===== config.mk =====
export PLATFORM = sky130hd
export DESIGN_NAME = ipr_prio_bank
export DESIGN_NICKNAME = d
export VERILOG_FILES = /design/src/ipr_pkg.sv /design/src/ipr_bus_slave.sv /design/src/ipr_field_reg.sv /design/src/ipr_prio_bank.sv
export SDC_FILE = /design/constraint.sdc
export NUM_CORES = 1
export LEC_CHECK = 0
export BUFFER_PORTS_ARGS = -buffer_cell sky130_fd_sc_hd__buf_2
export CORE_ASPECT_RATIO = 1.5
export CORE_UTILIZATION = 53
export DETAILED_ROUTE_END_ITERATION = 7
export MAX_ROUTING_LAYER = met4
export PLACE_DENSITY = 0.94
export SYNTH_ARGS = -nofsm -noshare
export SYNTH_HDL_FRONTEND = slang
export SYNTH_SLANG_ARGS = --single-unit

===== constraint.sdc =====
create_clock -name ref_clk_in -period 3.9 [get_ports ref_clk_in]
set_clock_uncertainty 0.05 [all_clocks]
set_input_delay 0.78 -clock ref_clk_in [delete_from_list [all_inputs] [get_ports ref_clk_in]]
set_output_delay 0.78 -clock ref_clk_in [all_outputs]
set_load 0.1 [all_outputs]

===== src/ipr_pkg.sv =====
// constants, types and the register map of the priority register bank
package ipr_pkg;

   // bus geometry
   localparam int IPR_ADDR_W = 4;
   localparam int IPR_DATA_W = 32;
   localparam int IPR_BE_W   = 4;
   localparam int IPR_LANE_W = 8;

   // register byte offsets
   localparam logic [IPR_ADDR_W-1:0] IPR_OFS_CTL4 = 4'h0;
   localparam logic [IPR_ADDR_W-1:0] IPR_OFS_CTL5 = 4'h4;
   localparam logic [IPR_ADDR_W-1:0] IPR_OFS_STAT = 4'h8;

   // field layout inside one byte lane
   localparam int IPR_PRIO_W   = 3;
   localparam int IPR_SUB_W    = 2;
   localparam int IPR_PRIO_LSB = 2;
   localparam int IPR_SUB_LSB  = 0;
   localparam logic [IPR_LANE_W-1:0] IPR_RSVD_MASK = 8'he0;
   localparam logic [IPR_PRIO_W-1:0] IPR_PRIO_OFF  = 3'h0;
   localparam logic [IPR_SUB_W-1:0]  IPR_SUB_RST   = 2'h0;

   // sources: 0 timer4, 1 capture4, 2 timer5, 3 capture5, 4 compare5, 5 serial1
   localparam int IPR_NUM_SRC     = 6;
   localparam int IPR_SRC_TIMER4  = 0;
   localparam int IPR_SRC_CAPT4   = 1;
   localparam int IPR_SRC_TIMER5  = 2;
   localparam int IPR_SRC_CAPT5   = 3;
   localparam int IPR_SRC_CMP5    = 4;
   localparam int IPR_SRC_SERIAL1 = 5;
   // register holding each source: 1 = ctl_5, 0 = ctl_4
   localparam logic [IPR_NUM_SRC-1:0]   IPR_SRC_IN_CTL5 = 6'h3c;
   // byte lane of each source, two bits per source, source 0 lowest
   localparam logic [2*IPR_NUM_SRC-1:0] IPR_SRC_LANE    = 12'he44;

   // status register layout
   localparam int IPR_STAT_EN_LSB   = 0;
   localparam int IPR_STAT_PEND_LSB = 8;
   localparam int IPR_STAT_RSVD_BIT = 16;
   localparam int IPR_STAT_RSVD_BE  = 2;

   // avalon response codes
   localparam logic [1:0] IPR_RESP_OKAY   = 2'h0;
   localparam logic [1:0] IPR_RESP_SLVERR = 2'h2;

   typedef struct packed {
      logic [IPR_PRIO_W-1:0] prio;
      logic [IPR_SUB_W-1:0]  sub;
   } ipr_src_field_t;

   typedef struct packed {
      logic                  read;
      logic                  write;
      logic [IPR_ADDR_W-1:0] addr;
      logic [IPR_BE_W-1:0]   be;
      logic [IPR_DATA_W-1:0] wdata;
   } ipr_avl_req_t;

   typedef enum logic [0:0] {
      IPR_BUS_IDLE = 1'b0,
      IPR_BUS_ACK  = 1'b1
   } ipr_bus_state_t;

endpackage


===== src/ipr_bus_slave.sv =====
// avalon-mm waitrequest handshake for the priority register bank
`timescale 1ns/10ps
module ipr_bus_slave
   import ipr_pkg::*;
(
   input  wire logic ref_clk_in,
   input  wire logic nrst_in,
   input  wire logic read_in,
   input  wire logic write_in,
   output logic      waitrequest_out,
   output logic      capture_out,
   output logic      commit_out
);

   ipr_bus_state_t state_reg;
   ipr_bus_state_t state_next;
   logic           wait_reg;

   // a request is captured in idle and answered one cycle later
   assign capture_out = (state_reg == IPR_BUS_IDLE) && (read_in || write_in);
   // the edge that sees waitrequest low is the one that commits
   assign commit_out  = (state_reg == IPR_BUS_ACK);

   // next state
   always_comb begin
      state_next = state_reg;
      unique case (state_reg)
         IPR_BUS_IDLE: begin
            if (read_in || write_in) begin
               state_next = IPR_BUS_ACK;
            end
         end
         IPR_BUS_ACK: begin
            state_next = IPR_BUS_IDLE;
         end
      endcase
   end

   // state register
   always_ff @(posedge ref_clk_in or negedge nrst_in) begin
      if (!nrst_in) begin
         state_reg <= IPR_BUS_IDLE;
      end else begin
         state_reg <= state_next;
      end
   end

   // waitrequest stays high except in the single answer cycle
   always_ff @(posedge ref_clk_in or negedge nrst_in) begin
      if (!nrst_in) begin
         wait_reg <= 1'b1;
      end else begin
         wait_reg <= (state_next != IPR_BUS_ACK);
      end
   end

   assign waitrequest_out = wait_reg;

endmodule


===== src/ipr_field_reg.sv =====
// one source's priority and subpriority field register
`timescale 1ns/10ps
module ipr_field_reg
   import ipr_pkg::*;
(
   input  wire logic                  ref_clk_in,
   input  wire logic                  nrst_in,
   input  wire logic                  write_in,
   input  wire logic [IPR_LANE_W-1:0] lane_in,
   output ipr_src_field_t             field_out
);

   ipr_src_field_t field_reg;

   // reserved upper bits of the lane are simply not stored
   always_ff @(posedge ref_clk_in or negedge nrst_in) begin
      if (!nrst_in) begin
         field_reg.prio <= IPR_PRIO_OFF;
         field_reg.sub  <= IPR_SUB_RST;
      end else if (write_in) begin
         field_reg.prio <= lane_in[IPR_PRIO_LSB +: IPR_PRIO_W];
         field_reg.sub  <= lane_in[IPR_SUB_LSB +: IPR_SUB_W];
      end
   end

   assign field_out = field_reg;

endmodule


===== src/ipr_prio_bank.sv =====
// priority register bank for timer4, capture4, serial1, compare5, capture5, timer5
//
// Added by the designer: the register addresses and the Avalon-MM interface to the registers.
`timescale 1ns/10ps

// Function
// - capture4 priority lives in ctl_4 bits 12..10, codes 7..1 are levels
// - a priority of zero disables the source; no request is ever raised
// - capture4 subpriority lives in ctl_4 bits 9..8, value gives level
// - timer4 priority lives in ctl_4 bits 4..2, zero means disabled
// - timer4 subpriority lives in ctl_4 bits 1..0, value gives level
// - serial1 priority lives in ctl_5 bits 28..26, bits 31..29 reserved
// - serial1 subpriority lives in ctl_5 bits 25..24
// - each ctl_5 byte: three reserved bits, priority, subpriority; sources top down
// - all priority and subpriority bits are read/write and reset to zero
module ipr_prio_bank
   import ipr_pkg::*;
(
   input  wire logic                                   ref_clk_in,
   input  wire logic                                   nrst_in,
   input  wire logic [IPR_ADDR_W-1:0]                  avs_address_in,
   input  wire logic                                   avs_read_in,
   input  wire logic                                   avs_write_in,
   input  wire logic [IPR_BE_W-1:0]                    avs_byteenable_in,
   input  wire logic [IPR_DATA_W-1:0]                  avs_writedata_in,
   input  wire logic [IPR_NUM_SRC-1:0]                 src_flag_in,
   output logic                                        avs_waitrequest_out,
   output logic [IPR_DATA_W-1:0]                       avs_readdata_out,
   output logic [1:0]                                  avs_response_out,
   output ipr_src_field_t [IPR_NUM_SRC-1:0]            src_field_out,
   output logic [IPR_NUM_SRC-1:0]                      src_enabled_out,
   output logic [IPR_NUM_SRC-1:0]                      src_request_out
);

   // bundled bus request; the master holds it steady until answered
   ipr_avl_req_t req;

   // handshake strobes from the bus slave
   logic capture;
   logic commit;

   // address decode
   logic hit_ctl4;
   logic hit_ctl5;
   logic hit_stat;
   logic hit_any;

   // write strobes
   logic wr_commit;
   logic [IPR_NUM_SRC-1:0] src_we;

   // per-source stored fields
   ipr_src_field_t [IPR_NUM_SRC-1:0] field;
   logic [IPR_NUM_SRC-1:0]           enabled;

   // readback words
   logic [IPR_DATA_W-1:0] ctl4_word;
   logic [IPR_DATA_W-1:0] ctl5_word;
   logic [IPR_DATA_W-1:0] stat_word;
   logic [IPR_DATA_W-1:0] rd_mux;

   // registered outputs
   logic [IPR_DATA_W-1:0]  readdata_reg;
   logic [1:0]             response_reg;
   logic [IPR_NUM_SRC-1:0] enabled_reg;
   logic [IPR_NUM_SRC-1:0] request_reg;
   ipr_src_field_t [IPR_NUM_SRC-1:0] field_out_reg;

   // diagnostic: software wrote a one into a reserved bit
   logic rsvd_seen_reg;
   logic rsvd_set;
   logic rsvd_clr;

   // pack the bus signals
   assign req.read  = avs_read_in;
   assign req.write = avs_write_in;
   assign req.addr  = avs_address_in;
   assign req.be    = avs_byteenable_in;
   assign req.wdata = avs_writedata_in;

   // handshake: one wait cycle, then one answer cycle
   ipr_bus_slave u_bus (
      .ref_clk_in      (ref_clk_in),
      .nrst_in         (nrst_in),
      .read_in         (req.read),
      .write_in        (req.write),
      .waitrequest_out (avs_waitrequest_out),
      .capture_out     (capture),
      .commit_out      (commit)
   );

   // word-aligned decode; low address bits are ignored for 32-bit words
   assign hit_ctl4 = (req.addr[IPR_ADDR_W-1:2] == IPR_OFS_CTL4[IPR_ADDR_W-1:2]);
   assign hit_ctl5 = (req.addr[IPR_ADDR_W-1:2] == IPR_OFS_CTL5[IPR_ADDR_W-1:2]);
   assign hit_stat = (req.addr[IPR_ADDR_W-1:2] == IPR_OFS_STAT[IPR_ADDR_W-1:2]);
   assign hit_any  = hit_ctl4 || hit_ctl5 || hit_stat;

   // writes take effect only on the edge where waitrequest is seen low
   assign wr_commit = commit && req.write;

   // one field register per source, steered by its register and byte lane
   genvar s;
   generate
      for (s = 0; s < IPR_NUM_SRC; s++) begin : g_src
         localparam int LANE = int'(IPR_SRC_LANE[2*s +: 2]);
         logic reg_hit;

         // ctl_4 sources sit in lanes 1 and 0, ctl_5 sources in all four lanes
         assign reg_hit   = IPR_SRC_IN_CTL5[s] ? hit_ctl5 : hit_ctl4;
         assign src_we[s] = wr_commit && reg_hit && req.be[LANE];

         ipr_field_reg u_field (
            .ref_clk_in (ref_clk_in),
            .nrst_in    (nrst_in),
            .write_in   (src_we[s]),
            .lane_in    (req.wdata[LANE*IPR_LANE_W +: IPR_LANE_W]),
            .field_out  (field[s])
         );

         // priority code zero means the source is switched off
         assign enabled[s] = (field[s].prio != IPR_PRIO_OFF);
      end
   endgenerate

   // place each source's fields back at its lane; reserved bits read zero
   always_comb begin
      ctl4_word = '0;
      ctl5_word = '0;
      for (int i = 0; i < IPR_NUM_SRC; i++) begin
         if (IPR_SRC_IN_CTL5[i]) begin
            ctl5_word[int'(IPR_SRC_LANE[2*i +: 2])*IPR_LANE_W + IPR_PRIO_LSB +: IPR_PRIO_W]
               = field[i].prio;
            ctl5_word[int'(IPR_SRC_LANE[2*i +: 2])*IPR_LANE_W + IPR_SUB_LSB +: IPR_SUB_W]
               = field[i].sub;
         end else begin
            ctl4_word[int'(IPR_SRC_LANE[2*i +: 2])*IPR_LANE_W + IPR_PRIO_LSB +: IPR_PRIO_W]
               = field[i].prio;
            ctl4_word[int'(IPR_SRC_LANE[2*i +: 2])*IPR_LANE_W + IPR_SUB_LSB +: IPR_SUB_W]
               = field[i].sub;
         end
      end
   end

   // status word shows enables, gated requests and the reserved-write flag
   always_comb begin
      stat_word = '0;
      stat_word[IPR_STAT_EN_LSB +: IPR_NUM_SRC]   = enabled_reg;
      stat_word[IPR_STAT_PEND_LSB +: IPR_NUM_SRC] = request_reg;
      stat_word[IPR_STAT_RSVD_BIT]                = rsvd_seen_reg;
   end

   // read mux; unmapped words read zero
   always_comb begin
      if (hit_ctl4) begin
         rd_mux = ctl4_word;
      end else if (hit_ctl5) begin
         rd_mux = ctl5_word;
      end else if (hit_stat) begin
         rd_mux = stat_word;
      end else begin
         rd_mux = '0;
      end
   end

   // read data and response are latched at capture and stand in the answer cycle
   always_ff @(posedge ref_clk_in or negedge nrst_in) begin
      if (!nrst_in) begin
         readdata_reg <= '0;
      end else if (capture) begin
         readdata_reg <= req.read ? rd_mux : '0;
      end
   end

   // unmapped addresses answer with a slave error, reads and writes alike
   always_ff @(posedge ref_clk_in or negedge nrst_in) begin
      if (!nrst_in) begin
         response_reg <= IPR_RESP_OKAY;
      end else if (capture) begin
         response_reg <= hit_any ? IPR_RESP_OKAY : IPR_RESP_SLVERR;
      end
   end

   // a reserved bit written as one is tolerated but remembered
   always_comb begin
      rsvd_set = 1'b0;
      for (int i = 0; i < IPR_NUM_SRC; i++) begin
         if (src_we[i] &&
             ((req.wdata[int'(IPR_SRC_LANE[2*i +: 2])*IPR_LANE_W +: IPR_LANE_W]
               & IPR_RSVD_MASK) != '0)) begin
            rsvd_set = 1'b1;
         end
      end
   end

   // write one to clear; a new offence in the same cycle wins
   assign rsvd_clr = wr_commit && hit_stat && req.be[IPR_STAT_RSVD_BE] &&
                     req.wdata[IPR_STAT_RSVD_BIT];

   always_ff @(posedge ref_clk_in or negedge nrst_in) begin
      if (!nrst_in) begin
         rsvd_seen_reg <= 1'b0;
      end else if (rsvd_set) begin
         rsvd_seen_reg <= 1'b1;
      end else if (rsvd_clr) begin
         rsvd_seen_reg <= 1'b0;
      end
   end

   // fields to the arbiter, one cycle after the stored value changes
   always_ff @(posedge ref_clk_in or negedge nrst_in) begin
      if (!nrst_in) begin
         field_out_reg <= '0;
      end else begin
         field_out_reg <= field;
      end
   end

   // enable flags follow the priority fields
   always_ff @(posedge ref_clk_in or negedge nrst_in) begin
      if (!nrst_in) begin
         enabled_reg <= '0;
      end else begin
         enabled_reg <= enabled;
      end
   end

   // flags of disabled sources never reach the arbiter
   always_ff @(posedge ref_clk_in or negedge nrst_in) begin
      if (!nrst_in) begin
         request_reg <= '0;
      end else begin
         request_reg <= src_flag_in & enabled;
      end
   end

   assign avs_readdata_out = readdata_reg;
   assign avs_response_out = response_reg;
   assign src_field_out    = field_out_reg;
   assign src_enabled_out  = enabled_reg;
   assign src_request_out  = request_reg;

endmodule


== Word-level counts from Yosys, hierarchy flattened ==
Cells that the tools add are included.
W data, S select, Z words.
Word-level totals
  register bits: 109
  bits of input ports: 50
  output and inout port bits: 77
  logic and storage cells: 85
Operators by class
  eq/ne operators: 2
  multiplexer cells: 15
  bitwise gates (word level): 3
  reductions and logical operators: 34
Operator list (number)
  $mux W32: 3
  $reduce_bool A8 Y1: 4
  $logic_and A1 B1 Y1: 19
  $reduce_bool A3 Y1: 6
  $mux W17: 1
  $mux W1: 9
  $and A6 B6 Y6: 1
  $logic_or A1 B1 Y1: 3
  $eq A2 B1 Y1 const B: 1
  $eq A2 B2 Y1 const B: 1
  $logic_not A2 Y1: 1
  $mux W2: 1
  $not A1 Y1: 2
  $pmux W1 S2: 1
  $reduce_bool A2 Y1: 1

== Depth between registers and ports, before layout ==
Gate-level depths: netlist (run 1).
  depth in word-level cells: 11
  depth in mapped cells: 5

== Modules after synthesis ==
Synthesis (run 1) repeated with hierarchy kept, for this count alone.
Unflattened totals
  cell total of the unflattened synthesis: 236
  area, all modules: 3608.5 µm²
Modules (own cells, without submodules)
  ipr_prio_bank: instances 1, cells an instance 172, area each 2451.1 µm²
  ipr_field_reg: instances 6, cells an instance 10, area each 181.4 µm²
  ipr_bus_slave: instances 1, cells an instance 4, area each 68.8 µm²

== Worst setup path after synthesis (run 1) ==
OpenSTA, ideal clock, no wires.
  kind: input to register
  from: input port avs_address_in[2]
  to: register g_src[0].u_field.field_reg, in the netlist g_src[0].u_field.field_out[0]
  library setup time: 0.125 ns
  arrival time: 1.599 ns
  data required time: 3.725 ns
  path slack: 2.126 ns
  stages: 4
  buffers on the path: 1
  cells stage by stage: buf_6 and4bb_2 nand2_1 mux2_2
On the way
  cells in the longest elaborated chain, start to end: 3
RTL lines
  from (decl): RTL line ipr_prio_bank.sv:21  | input wire logic [IPR_ADDR_W-1:0] avs_address_in,
  $logic_not A2 Y1: RTL line ipr_prio_bank.sv:93  | assign hit_ctl4 = (req.addr[IPR_ADDR_W-1:2] == IPR_OFS_CTL4[IPR_ADDR_W-1:2]);
  $logic_and A1 B1 Y1 (2 in series): RTL line ipr_prio_bank.sv:110  | assign src_we[s] = wr_commit && reg_hit && req.be[LANE];
  to (decl): RTL line ipr_field_reg.sv:13  | ipr_src_field_t field_reg;
No other way between the ends.
A chain may end at the register's enable or synchronous reset.

== Worst setup path in the final report (run 1) ==
  from: register u_bus.wait_reg (netlist: u_bus.waitrequest_out)
  to: output port avs_waitrequest_out
RTL lines
  from (decl): RTL line ipr_bus_slave.sv:17  | logic wait_reg;
  from (signal assigned): RTL line ipr_bus_slave.sv:53  | wait_reg <= (state_next != IPR_BUS_ACK);
  to (decl): RTL line ipr_prio_bank.sv:27  | output logic avs_waitrequest_out,
No word-level cell between the ends.

==> flow_summary.toml, run 1 <==
[clock_network]
cts_tree = "built"
cts-root-buf = "clkbuf_8"
cts_buffer_depth = 2
path_clk_slew_ps = 80
ctsResizeCount = 0
clock-sinks = 98
numCtsBuffers = 9
cts_setup_buffers = 0
clock_latency_ps = 370
h-tree-depth = 3
postCtsHoldBufs = 0

[setup_path]
max_stage_delay_ps = 530
crit_required_ps = 3070
cpMaxStageDelayCell = "dfstp_2"
criticalPathCategory = "register to output pin"
start_kind = "register"
worstSetupEndpointType = "output pin"
crit_path_cell_trace = "buf_2"
path_buf_inv = 1
crit_path_max_fanout = 1
rr_worst_depth = 4
crit_family = "flip-flops"
path_depth = 1
cp.arrival_ps = 1310

[floorplanning]
dieArea_um2 = 7270
die_x_um = 70.0
core_area_um2 = 6580
fp.dieH_um = 104
start_util = 0.558
io_pins = 127
rows = 36

[routing]
drt_pass1_iterations = 4
vias = 2358
drt_iter0_drc = 176
drc = 0
drt-vias-per-instance = 5.46
wl_mm = 7.69
wl_per_cell_um = 17.8
antenna_left = 0

[layout]
nNetsFinal = 401
antennaDiodeCount = 0
syn_to_final_growth_pct = 20.9
fill_cells = 476
stdcell_count = 432
drive_above_1_share = 0.469

[global_route]
grt_max_degree = 82
antenna_found_initial = 0
overflow = 0
grt.total_usage = 0.239
grt.met3_usage = 0.0494
use_met2 = 0.384
grtUsageMet1 = 0.277
grt_pass1_vias = 2495
top_usage_layer = "met2"
grt_pass1_wl_mm = 12.6

[logic_synthesis]
yosysUniqueCellTypes = 35
yosysSeqAreaShare = 0.668
synth.area.top_cells = "dfrtp_1 (66%), mux2_4 (8.2%), a22o_1 (4.3%)"
async_flop_share = 1.00
synthFlopType = "dfrtp_1"
ys_ff_latch = 98
syn_inst = 232
yosys-top-cells-count = "dfrtp_1 (97), mux2_4 (20), a22o_1 (18)"
synth_top_cell_area_share = 0.661
netlist_area_um2 = 3670
avgSynthCellArea_um2 = 15.8
synth_most_common_cell = "dfrtp_1"
synth_edf_count = 0
yosysWarningCount = 0
synth_top_area_cell = "dfrtp_1"

[power]
p_leak_nw = 2.35
vdd_ir_drop_max_uv = 469
p_per_area_nw_per_um2 = 831

[sta]
slew_headroom = 0.369
hold_ws_ps = 349
fin_crit_ps = 2140
post-route-period-util = 0.548
setup_viol = 0
worst_slack_ps = 1760
fmax_mhz = 468
worst_pin_slew_ps = 946
hold_viol = 0
slew_viol_final = 0
rsz0062_at_grt = "no"
setup_tns_ps = 0

[placement]
port_buffers = 113
post-place-cells = 416
gp_congestion = 0.794
place_hpwl_mm = 5.50
dp_worst_setup_slack_ps = 1610

[min_path]
hold_class = "register to register"
hold_depth = 0

[flow_run]
drv_cap = 0

[outcome]
status = "finished clean"
## where the power goes
part | switching, mW | internal (mW) | total, mW
clock | 0.320 | 0.250 | 0.570
combinational | 1.42 | 0.293 | 1.71
sequential | 0.147 | 1.26 | 1.41
## cell families after synthesis
| family | after synthesis | share of synthesized area |
|---|---|---|
| other cells | 1 | 0.00102 |
| mux | 40 | 0.140 |
| buf+inv | 20 | 0.0358 |
| compound gates | 36 | 0.0865 |
| flops | 98 | 0.668 |
| simple gates | 37 | 0.0688 |
## placed cells by master (no fill, tap or decap), types with 2 or more instances in the layout
master       n
a22o_1      18
a32o_1       2
and2_1       6
buf_2      112
buf_4        5
clkbuf_1     4
clkbuf_8    10
conb_1      11
dfrtp_1     97
mux2_2      10
mux2_4      20
mux2i_1     10
nand2_1      6
nand2_4      4
nand3_1      3
nor2b_1      2
nor3_1       2
o2bb2ai_1    9
o311ai_0     2
or3_1        6
## metrics by stage
step / utilization / power (mW) / instance area, um^2
2_1_floorplan: - / 2.84 / 3710
3_3_place_gp: 0.650 / 3.11 / 4280
3_5_place_dp: 0.650 / 3.15 / 4280
4_1_cts: 0.675 / 3.71 / 4440
5_1_grt: 0.675 / 3.82 / 4440
6_report: 0.675 / 3.69 / 4440
## final cells by class
type,count,area [um^2],share of cell area
Inverter,1,3.75,0.000845
Timing Repair Buffer,117,598,0.135
Clock buffer,14,153,0.0344
Tap cell,76,95.1,0.0214
Multi-Input combinational cell,124,1120,0.253
Sequential cell,98,2450,0.553
Clock inverter,2,12.5,0.00282
## final timing paths
path,start,to,slack [ps]
min,g_src[0].u_field.field_out[1]$_DFFE_PN0P_,src_field_out[1]$_DFF_PN0_,350
min in group asynchronous,nrst_in,src_field_out[11]$_DFF_PN0_,520
max in group asynchronous,nrst_in,u_bus.waitrequest_out$_DFF_PN1_,2420
max reg2reg,u_bus.commit_out$_DFF_PN0_,avs_readdata_out[16]$_DFFE_PN0P_,2280
max,u_bus.waitrequest_out$_DFF_PN1_,avs_waitrequest_out,1760
min reg2reg,g_src[0].u_field.field_out[1]$_DFFE_PN0P_,src_field_out[1]$_DFF_PN0_,350
## routing by layer
layer	up-vias	wire length [um]
li1	1062	-
met1	1182	3000
met2	98	4100
met3	16	386
met4	0	206
met5	-	0
(Power assumes the default switching activity.)
==> run 2, diff against run 1 <==
Settings changed: CORE_UTILIZATION 53 to 45, PLACE_DENSITY 0.94 to 0.86.
Clock period 3.9 ns to 1.9 ns, I/O delays scaled along.
==> run 2 against run 1 <==
Net effect:
- power rose by 120%
- highest routed layer unchanged
- flip-flop and latch count did not move
- critical endpoint unchanged
- largest power group unchanged
- final cell count rose by 8.3%
- critical path depth did not move
==> flow_summary.toml, run 2 (synthesized netlist as in run 1, its figures left out) <==
[placement]
dp_worst_setup_slack_ps = 292
gp_congestion = 0.805
place_hpwl_mm = 5.67
placed_cell_area_um2 = 4380
post-place-cells = 451
port_buffers = 113

[outcome]
status = "finished clean"

[clock_network]
cts-root-buf = "clkbuf_16"
cts_setup_buffers = 0
clock-sinks = 98
ctsResizeCount = 0
h-tree-depth = 3
clock_latency_ps = 340
path_clk_slew_ps = 60
cts_tree = "built"
numCtsBuffers = 9
cts_buffer_depth = 2

[setup_path]
crit_path_max_fanout = 1
criticalPathCategory = "register to output pin"
worstSetupEndpointType = "output pin"
rr_worst_depth = 3
cp.arrival_ps = 1260
crit_family = "flip-flops"
path_depth = 1
start_kind = "register"
cpMaxStageDelayCell = "dfstp_2"
max_stage_delay_ps = 520
crit_path_cell_trace = "buf_2"
path_buf_inv = 1
crit_required_ps = 1470

[flow_run]
drv_cap = 0

[power]
p_sw_frac = 0.477
pwr-share-seq = 0.353
p_leak_nw = 2.46
p_comb_frac = 0.429
p_per_area_nw_per_um2 = 1750
vdd_ir_drop_max_uv = 823
intPower_mw = 4.31
clkPwrFrac = 0.219
p_total_mw = 8.23
p_sw_mw = 3.92

[layout]
antennaDiodeCount = 0
drive_above_1_share = 0.479
final_cell_mix = "buf_2 (112), dfrtp_1 (97), mux2_4 (20)"
final_area_um2 = 4690
final_common_cell = "buf_2"
nNetsFinal = 408
stdcell_count = 468
syn_to_final_growth_pct = 27.7

[floorplanning]
rows = 40
start_util = 0.461
core_area_um2 = 7960
io_pins = 127
fp.dieH_um = 113
die_x_um = 75.8
dieArea_um2 = 8530

[routing]
drc = 0
wl_mm = 7.82
wl_per_cell_um = 16.7
drt-vias-per-instance = 5.13
drt_iter0_drc = 121
antenna_left = 0
vias = 2399
drt_pass1_iterations = 4

[min_path]
hold_depth = 2
hold_class = "input pin to register"

[global_route]
top_usage_layer = "met2"
grt.met3_usage = 0.0575
grt.total_usage = 0.207
grt_pass1_wl_mm = 12.1
overflow = 0
grt_pass1_vias = 2392
use_met2 = 0.332
grt_max_degree = 40
antenna_found_initial = 0
grtUsageMet1 = 0.236

[sta]
rsz0062_at_grt = "no"
worst_slack_ps = 208
fmax_mhz = 591
hold_viol = 0
slew_viol_final = 0
post-route-period-util = 0.891
setup_tns_ps = 0
setup_viol = 0
fin_crit_ps = 1690
[run 2: area by class of cell]
class,instances,area [um^2]
flip-flops and latches,98,2450
clock buffers,14,264
fillers,645,3270
repair buffers,124,678
inverters,1,3.75
clock inverters,2,35.0
well taps,105,131
multi-input cells,124,1120
[run 2: routing by layer]
layer	part of all wire	routed length (um)	up-vias
met1	0.39	3070	1210
met5	0	0	-
met2	0.54	4200	99
met4	0.021	161	0
met3	0.049	381	15
li1	-	-	1075
[run 2: final timing paths]
kind | start | end | slack [ps]
worst min-delay path | src_flag_in[3] | src_request_out[3]$_DFF_PN0_ | 190
max in group asynchronous | nrst_in | u_bus.waitrequest_out$_DFF_PN1_ | 740
worst min register to register | g_src[0].u_field.field_out[1]$_DFFE_PN0P_ | src_field_out[1]$_DFF_PN0_ | 350
min in group asynchronous | nrst_in | src_field_out[17]$_DFF_PN0_ | 500
worst max register to register | u_bus.commit_out$_DFF_PN0_ | g_src[1].u_field.field_out[1]$_DFFE_PN0P_ | 400
worst max-delay path | u_bus.waitrequest_out$_DFF_PN1_ | avs_waitrequest_out | 210
[run 2: power by group through the flow]
stage	clock, mW	combinational [mW]	sequential [mW]
2_1_floorplan	0	0.582	5.25
6_report	1.80	3.53	2.90
3_3_place_gp	0	3.51	2.91
3_5_place_dp	0	3.54	2.94
4_1_cts	1.83	3.55	2.91
5_1_grt	1.93	3.63	2.97
[run 2: repair_timing]
action                     CTS  global route
hold endpoints to repair    35             0
hold buffers                 1             0
setup endpoints to repair    0             0
[run 2: metrics by stage]
stage	utilization	hold WS, ps
finish	0.589	194
global route	0.589	182
CTS	0.589	184
global placement	0.551	315
floorplan	-	34.4
detailed placement	0.551	323
